`config.mk`:
```
export PLATFORM = sky130hd
export DESIGN_NAME = gpxp_expander
export DESIGN_NICKNAME = d
export VERILOG_FILES = /design/src/hdl/gpxp_pkg.sv /design/src/hdl/gpxp_expander.sv
export VERILOG_INCLUDE_DIRS = /design/src /design/src/hdl
export SDC_FILE = /design/constraint.sdc
export NUM_CORES = 1
export LEC_CHECK = 0
export ABC_CLOCK_PERIOD_IN_PS = 3100
export CAP_MARGIN = 30
export CORE_ASPECT_RATIO = 0.75
export CORE_MARGIN = 2
export CORE_UTILIZATION = 48
export CTS_BUF_LIST = sky130_fd_sc_hd__clkbuf_4 sky130_fd_sc_hd__clkbuf_8
export DETAILED_ROUTE_END_ITERATION = 6
export DONT_BUFFER_PORTS = 1
export PLACE_DENSITY = 0.73
export SYNTH_ARGS = -nofsm -noshare
export SYNTH_HDL_FRONTEND = slang
export SYNTH_SLANG_ARGS = --single-unit
```
`constraint.sdc`:
```
create_clock -name clk_sys -period 3.1 [get_ports clk_sys]
set_input_delay 0.62 -clock clk_sys [delete_from_list [all_inputs] [get_ports clk_sys]]
set_output_delay 0.62 -clock clk_sys [all_outputs]
set_load 0.005 [all_outputs]
```
`src/hdl/gpxp_cfg.svh`:
```
// Purpose: constants for the two-bank i2c gpio expander
// Assumes: included by bare name from the design files
// Notes: bank count and byte width are fixed by the wire protocol
`ifndef GPXP_CFG_SVH
`define GPXP_CFG_SVH

// command pointer encoding: bits [2:1] category, bit 0 bank
`define GPXP_CMD_W 3
`define GPXP_CMD_RESET 3'h0
`define GPXP_CAT_INPUT 2'h0
`define GPXP_CAT_OUTPUT 2'h1
`define GPXP_CAT_INVERT 2'h2
`define GPXP_CAT_DIR 2'h3
`define GPXP_CMD_CAT_HI 2
`define GPXP_CMD_CAT_LO 1
`define GPXP_CMD_BANK 0

// register map byte offsets
`define GPXP_OFS_INPUT0 8'h00
`define GPXP_OFS_INPUT1 8'h01
`define GPXP_OFS_OUTPUT0 8'h02
`define GPXP_OFS_OUTPUT1 8'h03
`define GPXP_OFS_INVERT0 8'h04
`define GPXP_OFS_INVERT1 8'h05
`define GPXP_OFS_DIR0 8'h06
`define GPXP_OFS_DIR1 8'h07

// reset values
`define GPXP_RST_OUTPUT 8'hFF
`define GPXP_RST_INVERT 8'h00
`define GPXP_RST_DIR 8'hFF

// byte framing
`define GPXP_BITS_PER_BYTE 4'h8
`define GPXP_MSB 7
`define GPXP_DIR_READ 1'b1

// arbitrary default slave address, not tied to any product
`define GPXP_DEF_ADDR 7'h20

`endif

```
`src/hdl/gpxp_pkg.sv`:
```
// Purpose: shared types of the two-bank i2c gpio expander
// Assumes: constants live in gpxp_cfg.svh
// Notes: types only
package gpxp_pkg;

    typedef enum logic [3:0] {
        ST_IDLE,
        ST_ADDR,
        ST_ADDR_ACK,
        ST_CMD,
        ST_CMD_ACK,
        ST_WDATA,
        ST_WDATA_ACK,
        ST_RDATA,
        ST_RACK
    } gpxp_state_t;

    // pin drive bundle toward the pads
    typedef struct packed {
        logic [15:0] level;
        logic [15:0] oe;
    } gpxp_drive_t;

endpackage

```
`src/hdl/gpxp_expander.sv`:
```
// Purpose: i2c slave gpio expander, two 8-bit totem-pole banks
// Assumes: clk_sys 100 MHz, far faster than scl; srst synchronous high
// Notes: scl, sda and port pins pass two flops before any logic
// Overview of operation
// - first byte after start holds 7-bit address; bit 0 zero means write.
// - second written byte loads the command pointer selecting the register.
// - data bit 0 is lowest bank pin; first byte to the commanded bank, second to the other.
// - after each data byte the pointer toggles to the other bank.
// - bytes written to input registers are acknowledged and discarded.
// - written output levels reach output pins during the following acknowledge.
// - extra data bytes keep being stored, overwriting earlier values.
// - a stop condition ends any transfer and returns to idle.
// - commands 0-7 select input, output, invert, direction, banks 0 and 1.
// - reset clears the command pointer to the first input register.
// - output, invert and direction reads return last written or reset values.
// - input register reads return the present pin levels, inputs or outputs.
// - reading past two bytes keeps returning registers, toggling banks.
// - pins are sampled at the acknowledge; short glitches may be missed.
// - interrupt goes low when an input-configured pin changes state.
// - interrupt is not latched; it clears when the pin returns.
// - interrupt stays low until every changed input bank has been read.
// - input changes during a read leave the interrupt asserted afterwards.
// - direction bit zero drives the pin, one makes it an input.
// - invert bit one inverts the returned input level, zero passes it.
// - output bit sets the level of output pins; ignored for inputs.
`include "gpxp_cfg.svh"
`timescale 1ns/1ns
`default_nettype none

module gpxp_expander #(
    parameter logic [6:0] SLAVE_ADDR = `GPXP_DEF_ADDR
) (
    // clock and reset
    input wire logic clk_sys,
    input wire logic srst,
    // i2c bus, sda open drain
    input wire logic scl_in,
    input wire logic sda_in,
    output logic sda_out,
    output logic sda_oe,
    // port pins
    input wire logic [15:0] gpio_in,
    output gpxp_pkg::gpxp_drive_t gpio_drv,
    // change interrupt, active low
    output logic int_n
);

    function automatic logic [1:0] cmd_cat(input logic [2:0] cmd);
        cmd_cat = cmd[`GPXP_CMD_CAT_HI:`GPXP_CMD_CAT_LO];
    endfunction

    function automatic logic cmd_bank(input logic [2:0] cmd);
        cmd_bank = cmd[`GPXP_CMD_BANK];
    endfunction

    // synchronisers
    logic scl_meta_ff, scl_sync_ff, scl_prev_ff;
    logic sda_meta_ff, sda_sync_ff, sda_prev_ff;
    logic [15:0] pin_meta_ff, pin_sync_ff;

    always_ff @(posedge clk_sys) begin
        if (srst) begin
            scl_meta_ff <= 1'b1;
            scl_sync_ff <= 1'b1;
            scl_prev_ff <= 1'b1;
            sda_meta_ff <= 1'b1;
            sda_sync_ff <= 1'b1;
            sda_prev_ff <= 1'b1;
        end else begin
            scl_meta_ff <= scl_in;
            scl_sync_ff <= scl_meta_ff;
            scl_prev_ff <= scl_sync_ff;
            sda_meta_ff <= sda_in;
            sda_sync_ff <= sda_meta_ff;
            sda_prev_ff <= sda_sync_ff;
        end
    end

    // pins keep sampling through reset so the first reference is real;
    // flushing them to zero would raise a false change at release
    always_ff @(posedge clk_sys) begin
        pin_meta_ff <= gpio_in;
        pin_sync_ff <= pin_meta_ff;
    end

    logic scl_rise, scl_fall, start_det, stop_det;
    assign scl_rise = scl_sync_ff & ~scl_prev_ff;
    assign scl_fall = ~scl_sync_ff & scl_prev_ff;
    assign start_det = scl_sync_ff & scl_prev_ff & sda_prev_ff & ~sda_sync_ff;
    assign stop_det = scl_sync_ff & scl_prev_ff & ~sda_prev_ff & sda_sync_ff;

    // register file
    logic [7:0] out_ff [2];
    logic [7:0] inv_ff [2];
    logic [7:0] dir_ff [2];
    logic [15:0] ref_ff;
    logic ref_valid_ff;

    gpxp_pkg::gpxp_state_t state_ff;
    logic [3:0] bit_cnt_ff;
    logic [7:0] shift_ff;
    logic [7:0] tx_ff;
    logic [7:0] snap_ff;
    logic rw_ff;
    logic acked_ff;
    logic sda_oe_ff;
    logic [2:0] ptr_ff;
    logic int_n_ff;

    logic byte_end, addr_hit, wr_pulse, rd_load, rd_done;
    logic [7:0] pin_bank, rd_byte;
    logic [1:0] ptr_cat;
    logic ptr_bank;

    assign byte_end = scl_fall && (bit_cnt_ff == `GPXP_BITS_PER_BYTE);
    assign addr_hit = (shift_ff[7:1] == SLAVE_ADDR);
    assign ptr_cat = cmd_cat(ptr_ff);
    assign ptr_bank = cmd_bank(ptr_ff);
    // data byte ends at the falling edge that opens its acknowledge
    assign wr_pulse = (state_ff == gpxp_pkg::ST_WDATA) && byte_end;
    // next read byte is taken on the falling edge that ends an ack bit
    assign rd_load = scl_fall &&
        (((state_ff == gpxp_pkg::ST_ADDR_ACK) && rw_ff) ||
         ((state_ff == gpxp_pkg::ST_RACK) && acked_ff));
    assign rd_done = (state_ff == gpxp_pkg::ST_RACK) && scl_rise;

    // current pin levels of the selected bank, inputs and outputs alike
    assign pin_bank = ptr_bank ? pin_sync_ff[15:8] : pin_sync_ff[7:0];

    always_comb begin
        unique case (ptr_cat)
            `GPXP_CAT_INPUT: rd_byte = pin_bank ^ inv_ff[ptr_bank];
            `GPXP_CAT_OUTPUT: rd_byte = out_ff[ptr_bank];
            `GPXP_CAT_INVERT: rd_byte = inv_ff[ptr_bank];
            `GPXP_CAT_DIR: rd_byte = dir_ff[ptr_bank];
        endcase
    end

    // protocol sequencer
    always_ff @(posedge clk_sys) begin
        if (srst) begin
            state_ff <= gpxp_pkg::ST_IDLE;
            bit_cnt_ff <= '0;
            shift_ff <= '0;
            tx_ff <= '0;
            rw_ff <= 1'b0;
            acked_ff <= 1'b0;
            sda_oe_ff <= 1'b0;
        end else if (stop_det) begin
            state_ff <= gpxp_pkg::ST_IDLE;
            sda_oe_ff <= 1'b0;
        end else if (start_det) begin
            // repeated start lands here too, pointer kept
            state_ff <= gpxp_pkg::ST_ADDR;
            bit_cnt_ff <= '0;
            sda_oe_ff <= 1'b0;
        end else begin
            unique case (state_ff)
                gpxp_pkg::ST_IDLE: begin
                    sda_oe_ff <= 1'b0;
                end
                gpxp_pkg::ST_ADDR,
                gpxp_pkg::ST_CMD,
                gpxp_pkg::ST_WDATA: begin
                    if (scl_rise) begin
                        shift_ff <= {shift_ff[6:0], sda_sync_ff};
                        bit_cnt_ff <= bit_cnt_ff + 4'h1;
                    end
                    if (byte_end) begin
                        bit_cnt_ff <= '0;
                        sda_oe_ff <= 1'b1;
                        if (state_ff == gpxp_pkg::ST_ADDR) begin
                            rw_ff <= shift_ff[0];
                            sda_oe_ff <= addr_hit;
                            state_ff <= addr_hit ? gpxp_pkg::ST_ADDR_ACK
                                                 : gpxp_pkg::ST_IDLE;
                        end else if (state_ff == gpxp_pkg::ST_CMD) begin
                            state_ff <= gpxp_pkg::ST_CMD_ACK;
                        end else begin
                            // input bank bytes are still acknowledged
                            state_ff <= gpxp_pkg::ST_WDATA_ACK;
                        end
                    end
                end
                gpxp_pkg::ST_ADDR_ACK: begin
                    if (scl_fall) begin
                        if (rw_ff == `GPXP_DIR_READ) begin
                            state_ff <= gpxp_pkg::ST_RDATA;
                            tx_ff <= rd_byte;
                            sda_oe_ff <= ~rd_byte[`GPXP_MSB];
                            bit_cnt_ff <= 4'h1;
                        end else begin
                            state_ff <= gpxp_pkg::ST_CMD;
                            sda_oe_ff <= 1'b0;
                        end
                    end
                end
                gpxp_pkg::ST_CMD_ACK,
                gpxp_pkg::ST_WDATA_ACK: begin
                    if (scl_fall) begin
                        state_ff <= gpxp_pkg::ST_WDATA;
                        sda_oe_ff <= 1'b0;
                    end
                end
                gpxp_pkg::ST_RDATA: begin
                    if (scl_fall) begin
                        if (bit_cnt_ff == `GPXP_BITS_PER_BYTE) begin
                            state_ff <= gpxp_pkg::ST_RACK;
                            sda_oe_ff <= 1'b0;
                        end else begin
                            tx_ff <= {tx_ff[6:0], 1'b0};
                            sda_oe_ff <= ~tx_ff[`GPXP_MSB - 1];
                            bit_cnt_ff <= bit_cnt_ff + 4'h1;
                        end
                    end
                end
                gpxp_pkg::ST_RACK: begin
                    if (scl_rise) begin
                        acked_ff <= ~sda_sync_ff;
                    end
                    if (scl_fall) begin
                        if (acked_ff) begin
                            state_ff <= gpxp_pkg::ST_RDATA;
                            tx_ff <= rd_byte;
                            sda_oe_ff <= ~rd_byte[`GPXP_MSB];
                            bit_cnt_ff <= 4'h1;
                        end else begin
                            // no ack: wait for the master's stop
                            state_ff <= gpxp_pkg::ST_IDLE;
                        end
                    end
                end
            endcase
        end
    end

    // command pointer
    always_ff @(posedge clk_sys) begin
        if (srst) begin
            ptr_ff <= `GPXP_CMD_RESET;
        end else if ((state_ff == gpxp_pkg::ST_CMD) && byte_end) begin
            // upper command bits are not decoded
            ptr_ff <= shift_ff[`GPXP_CMD_W-1:0];
        end else if (wr_pulse || rd_done) begin
            ptr_ff[`GPXP_CMD_BANK] <= ~ptr_ff[`GPXP_CMD_BANK];
        end
    end

    // register writes land as the ack phase opens
    always_ff @(posedge clk_sys) begin
        if (srst) begin
            for (int b = 0; b < 2; b++) begin
                out_ff[b] <= `GPXP_RST_OUTPUT;
                inv_ff[b] <= `GPXP_RST_INVERT;
                dir_ff[b] <= `GPXP_RST_DIR;
            end
        end else if (wr_pulse) begin
            unique case (ptr_cat)
                `GPXP_CAT_INPUT: ;
                `GPXP_CAT_OUTPUT: out_ff[ptr_bank] <= shift_ff;
                `GPXP_CAT_INVERT: inv_ff[ptr_bank] <= shift_ff;
                `GPXP_CAT_DIR: dir_ff[ptr_bank] <= shift_ff;
            endcase
        end
    end

    // snapshot of the raw bank at the ack, committed once the byte is out
    always_ff @(posedge clk_sys) begin
        if (srst) begin
            snap_ff <= '0;
        end else if (rd_load) begin
            snap_ff <= pin_bank;
        end
    end

    // reference levels start from the pins seen just after reset
    always_ff @(posedge clk_sys) begin
        if (srst) begin
            ref_ff <= '0;
            ref_valid_ff <= 1'b0;
        end else if (!ref_valid_ff) begin
            ref_ff <= pin_sync_ff;
            ref_valid_ff <= 1'b1;
        end else if (rd_done && (ptr_cat == `GPXP_CAT_INPUT)) begin
            if (ptr_bank) begin
                ref_ff[15:8] <= snap_ff;
            end else begin
                ref_ff[7:0] <= snap_ff;
            end
        end
    end

    // level compare, not a latch: a reverting pin clears it by itself;
    // a change after the snapshot keeps differing from the new reference
    logic [15:0] dir_all;
    assign dir_all = {dir_ff[1], dir_ff[0]};

    always_ff @(posedge clk_sys) begin
        if (srst) begin
            int_n_ff <= 1'b1;
        end else begin
            int_n_ff <= ~(ref_valid_ff &&
                |((pin_sync_ff ^ ref_ff) & dir_all));
        end
    end

    // pad drive
    gpxp_pkg::gpxp_drive_t drv_ff;

    always_ff @(posedge clk_sys) begin
        if (srst) begin
            drv_ff.level <= {`GPXP_RST_OUTPUT, `GPXP_RST_OUTPUT};
            drv_ff.oe <= '0;
        end else begin
            drv_ff.level <= {out_ff[1], out_ff[0]};
            drv_ff.oe <= ~dir_all;
        end
    end

    assign gpio_drv = drv_ff;
    assign sda_out = 1'b0;
    assign sda_oe = sda_oe_ff;
    assign int_n = int_n_ff;
endmodule

`default_nettype wire

```
== After elaboration in Yosys (flattened, before gate mapping) ==
Memories as Yosys holds them, arrays and structs flattened. A register that Yosys moved wholly into a read port is not among the register bits.
Cells that the tools add are included.
Operators by class
  $add $sub $neg: 1
  equality and inequality tests: 35
  reductions and logical operators: 36
  bitwise gates (word level): 21
  multiplexer cells: 78
Operators by type and width (count)
  $mux W4: 15
  $mux W8: 6
  $mux W7: 6
  $mux W1: 39
  $mux W16: 2
  $pmux W8 S4: 1
  $ne A3 B3 Y1 const B: 9
  $reduce_or A8 Y1: 3
  $pmux W7 S3: 1
  $ne A2 B2 Y1 const B: 10
  $pmux W4 S5: 1
  $reduce_and A9 Y1: 2
  $and A16 B16 Y16: 1
  $eq A4 B3 Y1 const B: 4
  $not A16 Y16: 1
  $pmux W4 S4: 1
  $reduce_or A16 Y1: 1
  $xor A16 B16 Y16: 1
  $reduce_and A7 Y1: 2
  $not A1 Y1: 10
  $reduce_bool A5 Y1: 2
  $logic_and A1 B1 Y1: 9
  $mux W3: 3
  $eq A4 B2 Y1 const B: 2
  other kinds (24): 39
Storage, ports and cells
  output and inout bits: 35
  flip-flop bits (word level): 109
  word-level logic and storage cells: 198
  bits in writable memories: 48
  memories kept: 3
  input bits: 20
Memory list
  dir_ff: words 2, width 8, read ports 3, clocked after Yosys merged registers in 1, wr ports 2, line gpxp_expander.sv:95  | logic [7:0] dir_ff [2];
  inv_ff: words 2, width 8, read ports 1, clocked after Yosys merged registers in 1, wr ports 2, line gpxp_expander.sv:94  | logic [7:0] inv_ff [2];
  out_ff: words 2, width 8, read ports 3, clocked after Yosys merged registers in 3, wr ports 2, line gpxp_expander.sv:93  | logic [7:0] out_ff [2];

== Longest topological paths before layout ==
Gate-level depths: netlist (run 1).
  depth after elaboration: 9
  depth in mapped cells: 8
  mapped depth without buffers: 7

== Worst setup path before layout (run 1) ==
No wires, ideal clock.
  path type: register to register
  start point: register bit_cnt_ff[0]
  end point: memory inv_ff[1][0], enable pin
  data arrival time: 1871 ps
  clock period less this slack: 2180 ps
  slack: 920 ps
  stages on the path, launching flop included: 8
  setup time: 309 ps
  path buffers: 0
  data required time: 2791 ps
  path through: dfxtp_1 > inv_1 > ha_1 > and3b_1 > nand2_1 > nor4b_1 > nor3b_2 > or2_2
RTL lines
  start, declared: line gpxp_expander.sv:100  | logic [3:0] bit_cnt_ff;
  start signal, assigned: line gpxp_expander.sv:167  | bit_cnt_ff <= bit_cnt_ff + 4'h1;
  start signal, assigned: line gpxp_expander.sv:213  | bit_cnt_ff <= bit_cnt_ff + 4'h1;
  end, declared: line gpxp_expander.sv:94

==> flow_metrics.py, run 1 <==
metrics = {
    "timing": {
        "fin_crit_sh": 0.860,
        "maxSlewViolCount": 0,
        "finalHoldViolations": 0,
        "slew_headroom": 0.394,
        "clock_skew_ns": 0.0181,
        "fin_setup_tns_ns": 0,
        "max_freq_mhz": 375,
        "worst_slew_pin_slew_ns": 0.908,
        "setup_viol": 0,
        "finalCriticalPeriod_ns": 2.67,
        "grt_setup_unrepaired": "false",
    },
    "route": {
        "routed_wl_um": 17000,
        "dr.pass1.iters": 5,
        "route.detailed.drc": 0,
        "postRouteAntennaNets": 0,
        "vias": 4949,
        "wl_per_cell_um": 19.9,
        "post_drt_via_cell_ratio": 5.78,
        "drtIter0Drc": 557,
    },
    "synthesis": {
        "synth_nets": 673,
        "ys_types": 67,
        "syn-mean-instance-area_sq_um": 11.0,
        "synth.top_cells.by_count": "dfxtp_1, nor2_1, or2_2",
        "synth_top_cell_by_area": "dfxtp_1",
        "synthArstFlopShare": 0,
        "yosysWarnings": 0,
        "ys_seq_area_frac": 0.556,
        "ys.flop_type": "dfxtp_1",
        "netlist_area_sq_um": 7130,
        "synth-seq-cells": 174,
        "synth_area_leaders": "dfxtp_1, edfxtp_1, mux2i_1, or2_2, nor2_1",
        "syn_inst": 651,
        "yosysMostFrequentCell": "dfxtp_1",
        "synth.top_cell.area_share": 0.354,
        "synth_edf_count": 48,
    },
    "finish": {
        "num_antenna_cells": 0,
        "multi_input_area_sq_um": 2960,
        "seq_area_sq_um": 3960,
        "drive_gt1_frac": 0.195,
        "fillers": 1227,
        "nets": 665,
        "final_area_sq_um": 7740,
        "area_growth_pct": 8.58,
    },
    "clock_network": {
        "cts.sinks": 174,
        "cts_resized": 0,
        "cts_buffers": 17,
        "cts_tree": "yes",
        "clk-insertion-delay-late_ns": 0.47,
        "path_clk_slew_ns": 0.11,
        "htreeDepth": 4,
        "cts_root_buf": "clkbuf_8",
        "hold_buffers": 0,
        "cts_buffer_depth": 2,
        "post_cts_buffers": 0,
    },
    "die": {
        "initial_core_util": 0.492,
        "std_cell_rows": 38,
        "die-area_sq_um": 15900,
        "die_h_um": 110,
        "core-area_sq_um": 14500,
        "die_width_um": 145,
        "ios": 55,
    },
    "placement": {
        "place_hpwl_um": 11700,
        "place_area_sq_um": 7290,
        "gp_congestion": 0.849,
        "io_buffers": 0,
    },
    "power_and_ir_drop": {
        "p_leak_uw": 0.00266,
        "ir_drop_v": 0.000312,
        "power_density_nw_per_um2": 548,
    },
    "grt": {
        "antenna_found_initial": 0,
        "grt_pass1_wl_um": 27100,
        "grt_max_degree": 90,
        "grt_use_total": 0.230,
        "grt_pass1_vias": 4829,
        "grt_overflow_total": 0,
    },
    "critical_path": {
        "cpMaxStageDelayCell": "nand2_1",
        "path_delay_family": "simple AND/OR/NAND/NOR gates",
        "cp_num_buf_inv": 2,
        "crit_path_end_kind": "register",
        "startpoint": "bit_cnt_ff[0]",
        "crit_chain": "inv_1 -> ha_1 -> and3b_1 -> nand2_1 -> nor4b_1 -> buf_4 -> nand4_1 -> nand2_1",
        "cp_slowest_stage_delay_ns": 0.42,
        "r2r_end": "dir_ff[1][2]",
        "start_kind": "register",
        "r2r_start": "bit_cnt_ff[0]",
        "path_depth": 8,
        "crit_fanout": 9,
        "arrival_ns": 2.82,
        "reg2reg_setup_slack_ns": 0.43,
        "worstRegToRegCells": 8,
        "crit_required_ns": 3.25,
        "crit_type": "reg2reg",
        "cp_common_cell": "nand2_1",
    },
    "run_status": {
        "status": "completed",
    },
    "hold_path": {
        "holdPathEnd": "pin_meta_ff[15]",
        "min_path_type": "in2reg",
        "hold_depth": 0,
        "hold_path.startpoint": "gpio_in[15]",
    },
    "job": {
        "max_cap_violations": 0,
    },
}
==> placed cells by master, fill, tap and decap left out, types with 4 or more instances in the layout <==
| cell type | count |
|---|---|
| a211oi_1 | 29 |
| a21oi_1 | 13 |
| a22oi_1 | 10 |
| a31oi_1 | 4 |
| a32o_1 | 6 |
| and2_1 | 16 |
| buf_4 | 12 |
| clkbuf_8 | 17 |
| clkinv_8 | 7 |
| dfxtp_1 | 126 |
| edfxtp_1 | 48 |
| inv_1 | 6 |
| mux2i_1 | 43 |
| mux4_2 | 7 |
| nand2_1 | 29 |
| nand2b_1 | 6 |
| nand3_1 | 7 |
| nand4_1 | 7 |
| nor2_1 | 73 |
| nor2b_1 | 12 |
| nor3_1 | 6 |
| o211ai_1 | 9 |
| o21ai_0 | 10 |
| or2_2 | 63 |
| xor2_1 | 23 |
==> flip-flops by register name, summed over array words and instances, names as in the netlist, 3 cells and up, named ones only <==
name and count:
snap_ff 8, inv_ff 16, pin_sync_ff 16, gpio_drv 32, ptr_ff 3, out_ff 16
pin_meta_ff 16, shift_ff 8, dir_ff 16, bit_cnt_ff 4, ref_ff 16, tx_ff 7
state_ff 4
==> per-layer routing <==
metal / global-route usage / vias to the layer above / wire [um]
li1: - / 2301 / -
met4: 0.0853 / 0 / 306
met5: 0 / - / 0
met2: 0.319 / 207 / 7150
met3: 0.0592 / 28 / 1530
met1: 0.342 / 2413 / 8040
==> cell type report <==
class,instances,area share
tap,200,0.0323
multi-input combinational,430,0.382
clock inverter,15,0.0263
clock buffer,17,0.0302
inverter,7,0.00339
timing repair buffer,13,0.0136
sequential,174,0.512
==> how the worst max path moves through the flow <==
stage	endpoint	slack, ns
floorplan	inv_ff[1][0]	0.92
CTS	dir_ff[1][2]	0.44
global route	inv_ff[1][2]	0.26
finish	dir_ff[1][2]	0.43
detailed placement	dir_ff[1][6]	0.49
global placement	dir_ff[1][6]	0.59
==> through the flow <==
| step | utilization | std cells | setup slack [ns] | hold slack [ns] | power (uW) |
|---|---|---|---|---|---|
| 6_report | 0.534 | 856 | 0.434 | 0.159 | 4240 |
| 2_1_floorplan | - | 651 | 0.920 | 0.310 | 2600 |
| 5_1_grt | 0.534 | 856 | 0.260 | 0.129 | 4390 |
| 3_5_place_dp | 0.503 | 823 | 0.492 | 0.312 | 2630 |
| 3_3_place_gp | 0.503 | 823 | 0.594 | 0.311 | 2620 |
| 4_1_cts | 0.533 | 855 | 0.444 | 0.135 | 4260 |
==> report_power, final <==
group          switching [uW]  internal [uW]
Clock                    1020            639
Sequential               38.2           2380
Combinational            99.7           66.4
==> cells by family (layout without fill, tap and decap cells) <==
| logic type | count (synthesis) | after routing | share of synthesized area |
|---|---|---|---|
| AOI/OAI and AO/OA | 106 | 106 | 0.108 |
| muxes | 50 | 50 | 0.0825 |
| DFF | 174 | 174 | 0.556 |
| xor gates and xnor gates | 25 | 25 | 0.0307 |
| and+or+nand+nor | 246 | 246 | 0.190 |
| buffers and inverters | 47 | 52 | 0.0291 |
| other | 1 | 1 | 0.000526 |
| adders and majority gates | 2 | 2 | 0.00351 |
(Power assumes the default switching activity.)
==> run 2: changes to the inputs <==
--- a/config.mk
+++ b/config.mk
@@ -6,7 +6,7 @@
 export SDC_FILE = /design/constraint.sdc
 export NUM_CORES = 1
 export LEC_CHECK = 0
-export ABC_CLOCK_PERIOD_IN_PS = 3100
+export ABC_CLOCK_PERIOD_IN_PS = 3200
 export CAP_MARGIN = 30
 export CORE_ASPECT_RATIO = 0.75
 export CORE_MARGIN = 2
==> constraint.sdc (replaced) <==
create_clock -name clk_sys -period 3.2 [get_ports clk_sys]
set_input_delay 0.64 -clock clk_sys [delete_from_list [all_inputs] [get_ports clk_sys]]
set_output_delay 0.64 -clock clk_sys [all_outputs]
set_load 0.005 [all_outputs]
==> run 2 against run 1 <==
First-iteration DRC count is 2.3% higher. Routed wire length is 0.60% lower. Clock skew is 0.0035 ns lower. Register-to-register slack hardly changed. Total power is 3.2% lower. Clock power is 4% lower. Critical endpoint is now tx_ff[6].
==> flow_metrics.py, run 2 (synthesis gave the netlist of run 1 again) <==
metrics = {
    "timing": {
        "finalCriticalPeriod_ns": 2.78,
        "worst_slew_pin_slew_ns": 0.896,
        "maxSlewViolCount": 0,
        "setup_viol": 0,
        "grt_setup_unrepaired": "false",
        "slew_headroom": 0.402,
        "fin_crit_sh": 0.868,
        "fin_setup_tns_ns": 0,
        "max_freq_mhz": 360,
        "finalHoldViolations": 0,
        "clock_skew_ns": 0.0146,
    },
    "critical_path": {
        "crit_type": "reg2reg",
        "crit_required_ns": 3.56,
        "reg2reg_setup_slack_ns": 0.42,
        "cp_common_cell": "nor2_1",
        "cp_slowest_stage_delay_ns": 0.90,
        "crit_fanout": 25,
        "crit_path_end_kind": "register",
        "cpMaxStageDelayCell": "dfxtp_1",
        "arrival_ns": 3.14,
        "start_kind": "register",
        "crit_chain": "nand4b_1 -> nor2_1 -> or4_1 -> nor2_1 -> a32o_1",
    },
    "finish": {
        "nets": 662,
        "drive_gt1_frac": 0.191,
        "num_antenna_cells": 0,
        "largest_reg_flops": 32,
        "area_growth_pct": 8.23,
        "final_cell_mix": "dfxtp_1, nor2_1, or2_2, edfxtp_1, mux2i_1",
        "final_common_cell": "dfxtp_1",
        "utilization": 0.532,
    },
    "route": {
        "wl_met2_um": 7390,
        "wl_per_cell_um": 19.8,
        "route.detailed.drc": 0,
        "vias": 4901,
        "top_layer": "met4",
        "postRouteAntennaNets": 0,
        "routed_wl_um": 16900,
        "wl_met1_um": 8100,
        "dr.pass1.iters": 5,
        "post_drt_via_cell_ratio": 5.75,
        "wl_met3_um": 1300,
        "drtIter0Drc": 570,
    },
    "grt": {
        "grt_max_degree": 90,
        "grt_pass1_wl_um": 26900,
        "grt_pass1_vias": 4730,
        "antenna_found_initial": 0,
        "grt_overflow_total": 0,
        "grt_use_total": 0.226,
    },
    "clock_network": {
        "cts.sinks": 174,
        "cts_root_buf": "clkbuf_8",
        "cts_tree": "yes",
        "clk-insertion-delay-late_ns": 0.46,
        "htreeDepth": 4,
        "path_clk_slew_ns": 0.11,
        "hold_buffers": 0,
        "cts_buffers": 17,
        "post_cts_buffers": 0,
        "cts_buffer_depth": 2,
        "cts_resized": 0,
    },
    "placement": {
        "io_buffers": 0,
        "gp_congestion": 0.823,
        "place_hpwl_um": 11700,
    },
    "power_and_ir_drop": {
        "p_leak_uw": 0.00265,
        "ir_drop_v": 0.000285,
        "power_density_nw_per_um2": 532,
    },
    "die": {
        "die_h_um": 110,
        "die-area_sq_um": 15900,
        "ios": 55,
        "die_width_um": 145,
        "core-area_sq_um": 14500,
        "initial_core_util": 0.492,
        "std_cell_rows": 38,
    },
    "run_status": {
        "status": "completed",
    },
    "hold_path": {
        "min_path_type": "in2reg",
    },
    "job": {
        "max_cap_violations": 0,
    },
}
## run 2: cell types whose count changed in the layout (fill, tap and decap cells not counted)
cell / before / now
inv_8: 2 / 4
inv_12: 2 / 3
buf_4: 12 / 9
inv_6: 3 / 2
clkinv_8: 7 / 5
## run 2: report_power, final
| part | leakage, uW | switching [uW] | internal, uW |
|---|---|---|---|
| Clock | 0.000216 | 978 | 625 |
| Sequential | 0.00142 | 36.7 | 2310 |
| Combinational | 0.00102 | 97.0 | 64.3 |
| Total | 0.00265 | 1110 | 3000 |
## run 2: critical path: cells and delay by family (launching register included)
family           cells  cell delay (ns)
AND/OR/NAND/NOR      4             1.47
flip-flops           1             0.90
AO/OA/AOI/OAI        1             0.28
## run 2: layout make-up
cell class              instances  area, sq um
clock inverters                15          201
fillers                      1264         6780
well taps                     200          250
multi-input cells             430         2960
flip-flops and latches        174         3960
inverters                       7         26.3
repair buffers                 10         82.6
clock buffers                  17          234
## run 2: worst paths after layout
kind / start / cells past startpoint / to
worst min-delay path: gpio_in[7] / 0 / pin_meta_ff[7]
worst max register to register: state_ff[1] / 5 / tx_ff[6]
worst min register to register: pin_meta_ff[9] / 0 / pin_sync_ff[9]
worst max-delay path: state_ff[1] / 5 / tx_ff[6]
## run 2: metrics by stage
stage	area, sq um	power (uW)	worst slack [ns]	hold WS, ns	cells
final	7720	4110	0.423	0.191	853
after global routing	7720	4250	0.195	0.151	853
after CTS	7700	4130	0.462	0.167	852
after detailed placement	7270	2550	0.484	0.312	820
after global placement	7270	2540	0.577	0.311	820
after floorplan	7130	2520	1.02	0.310	651
## run 2: per-layer routing
| metal | up-vias | track usage |
|---|---|---|
| met1 | 2394 | 0.338 |
| met5 | - | 0 |
| li1 | 2300 | - |
| met2 | 196 | 0.331 |
| met4 | 0 | 0.0506 |
| met3 | 11 | 0.0571 |
==> run 3: changes to the inputs <==
--- a/config.mk
+++ b/config.mk
@@ -14,7 +14,7 @@
 export CTS_BUF_LIST = sky130_fd_sc_hd__clkbuf_4 sky130_fd_sc_hd__clkbuf_8
 export DETAILED_ROUTE_END_ITERATION = 6
 export DONT_BUFFER_PORTS = 1
-export PLACE_DENSITY = 0.73
+export PLACE_DENSITY = 0.68
 export SYNTH_ARGS = -nofsm -noshare
 export SYNTH_HDL_FRONTEND = slang
 export SYNTH_SLANG_ARGS = --single-unit
==> run 3 against run 2 <==
Sequential cell count unchanged. Critical path type unchanged. Largest cell class unchanged. Via count grew 0.82%. Highest routed layer unchanged. Clock skew about the same. Hold slack got worse by 0.0024 ns.
==> flow_metrics.py, run 3 (synthesis gave the netlist of run 1 again) <==
metrics = {
    "run_status": {
        "status": "completed",
    },
    "grt": {
        "antenna_found_initial": 0,
        "grt_max_degree": 90,
        "grt_pass1_wl_um": 27500,
        "grt_pass1_vias": 4712,
        "grt_use_total": 0.235,
        "grt_overflow_total": 0,
    },
    "clock_network": {
        "cts_tree": "yes",
        "hold_buffers": 0,
        "cts_buffers": 17,
        "post_cts_buffers": 0,
        "clk-insertion-delay-late_ns": 0.47,
        "cts_root_buf": "clkbuf_8",
        "path_clk_slew_ns": 0.10,
        "cts.sinks": 174,
        "cts_resized": 0,
        "htreeDepth": 4,
        "cts_buffer_depth": 2,
    },
    "finish": {
        "seq_area_sq_um": 3960,
        "area_growth_pct": 8.39,
        "drive_gt1_frac": 0.194,
        "final_cell_mix": "dfxtp_1, nor2_1, or2_2, edfxtp_1, mux2i_1",
        "fillers": 1260,
        "final_common_cell": "dfxtp_1",
        "largest_reg_flops": 32,
        "num_antenna_cells": 0,
        "nets": 664,
        "multi_input_area_sq_um": 2960,
    },
    "critical_path": {
        "cp_common_cell": "nor2_1",
        "crit_path_end_kind": "register",
        "crit_required_ns": 3.61,
        "crit_chain": "nand4b_1 -> buf_4 -> nor2_1 -> or4_1 -> nor2_1 -> a32o_1",
        "path_delay_family": "simple AND/OR/NAND/NOR gates",
        "arrival_ns": 3.06,
        "cp_num_buf_inv": 1,
        "start_kind": "register",
        "cp_slowest_stage_delay_ns": 0.81,
        "cpMaxStageDelayCell": "dfxtp_1",
        "crit_fanout": 24,
        "crit_type": "reg2reg",
    },
    "power_and_ir_drop": {
        "p_leak_uw": 0.00265,
        "power_density_nw_per_um2": 526,
        "ir_drop_v": 0.000385,
    },
    "route": {
        "routed_wl_um": 17400,
        "drtIter0Drc": 472,
        "dr.pass1.iters": 5,
        "vias": 4941,
        "post_drt_via_cell_ratio": 5.78,
        "postRouteAntennaNets": 0,
        "route.detailed.drc": 0,
        "wl_per_cell_um": 20.4,
    },
    "timing": {
        "fin_setup_tns_ns": 0,
        "slew_headroom": 0.354,
        "maxSlewViolCount": 0,
        "worst_slew_pin_slew_ns": 0.968,
        "grt_setup_unrepaired": "false",
        "setup_viol": 0,
        "fin_crit_sh": 0.828,
        "timing.hold.ws_ns": 0.188,
        "finalHoldViolations": 0,
        "finalCriticalPeriod_ns": 2.65,
        "clock_skew_ns": 0.0141,
        "max_freq_mhz": 377,
    },
    "hold_path": {
        "min_path_type": "in2reg",
    },
    "die": {
        "ios": 55,
        "core-area_sq_um": 14500,
        "std_cell_rows": 38,
        "die_h_um": 110,
        "die-area_sq_um": 15900,
        "die_width_um": 145,
        "initial_core_util": 0.492,
    },
    "placement": {
        "io_buffers": 0,
        "place_hpwl_um": 12100,
        "gp_congestion": 0.954,
    },
    "job": {
        "max_cap_violations": 0,
    },
}
[run 3: changes by cell type in the layout (fill, tap and decap cells not counted), sizes merged]
cell,previous run,this run
inv,15,14
buf,10,12
clkinvlp,0,2
clkbuf,17,18
bufinv,0,1
clkinv,7,4
[run 3: worst paths after layout]
path	cells past startpoint	start	endpoint	slack (ns)
worst min-delay path	0	gpio_in[7]	pin_meta_ff[7]	0.19
worst max-delay path	6	state_ff[3]	tx_ff[5]	0.55
worst min register to register	0	pin_meta_ff[11]	pin_sync_ff[11]	0.33
worst max register to register	6	state_ff[3]	tx_ff[5]	0.55
[run 3: routing by layer]
metal	up-vias	routed length, um	GRT usage
met1	2387	8280	0.343
met5	-	0	0
met3	21	1510	0.0758
li1	2301	-	-
met2	232	7410	0.341
met4	0	201	0.0520
[run 3: layout make-up]
type,instances,share of cell area
Clock buffer,18,0.0320
Clock inverter,14,0.0212
Inverter,7,0.00340
Multi-Input combinational cell,430,0.383
Sequential cell,174,0.513
Tap cell,200,0.0324
Timing Repair Buffer,12,0.0152
[run 3: report_power, final]
group	switching, uW	internal [uW]
clock	886	677
combinational	98.0	64.0
sequential	37.1	2310
total	1020	3050
[run 3: metrics by stage]
step                      setup WS [ns]  power, uW   util  std cells  area [sq um]
final                             0.550       4070  0.533        855          7730
after global routing              0.384       4210  0.533        855          7730
after CTS                         0.596       4090  0.531        854          7700
after detailed placement          0.608       2550  0.503        822          7290
after global placement            0.730       2540  0.502        821          7280
after floorplan                    1.02       2520      -        651          7130
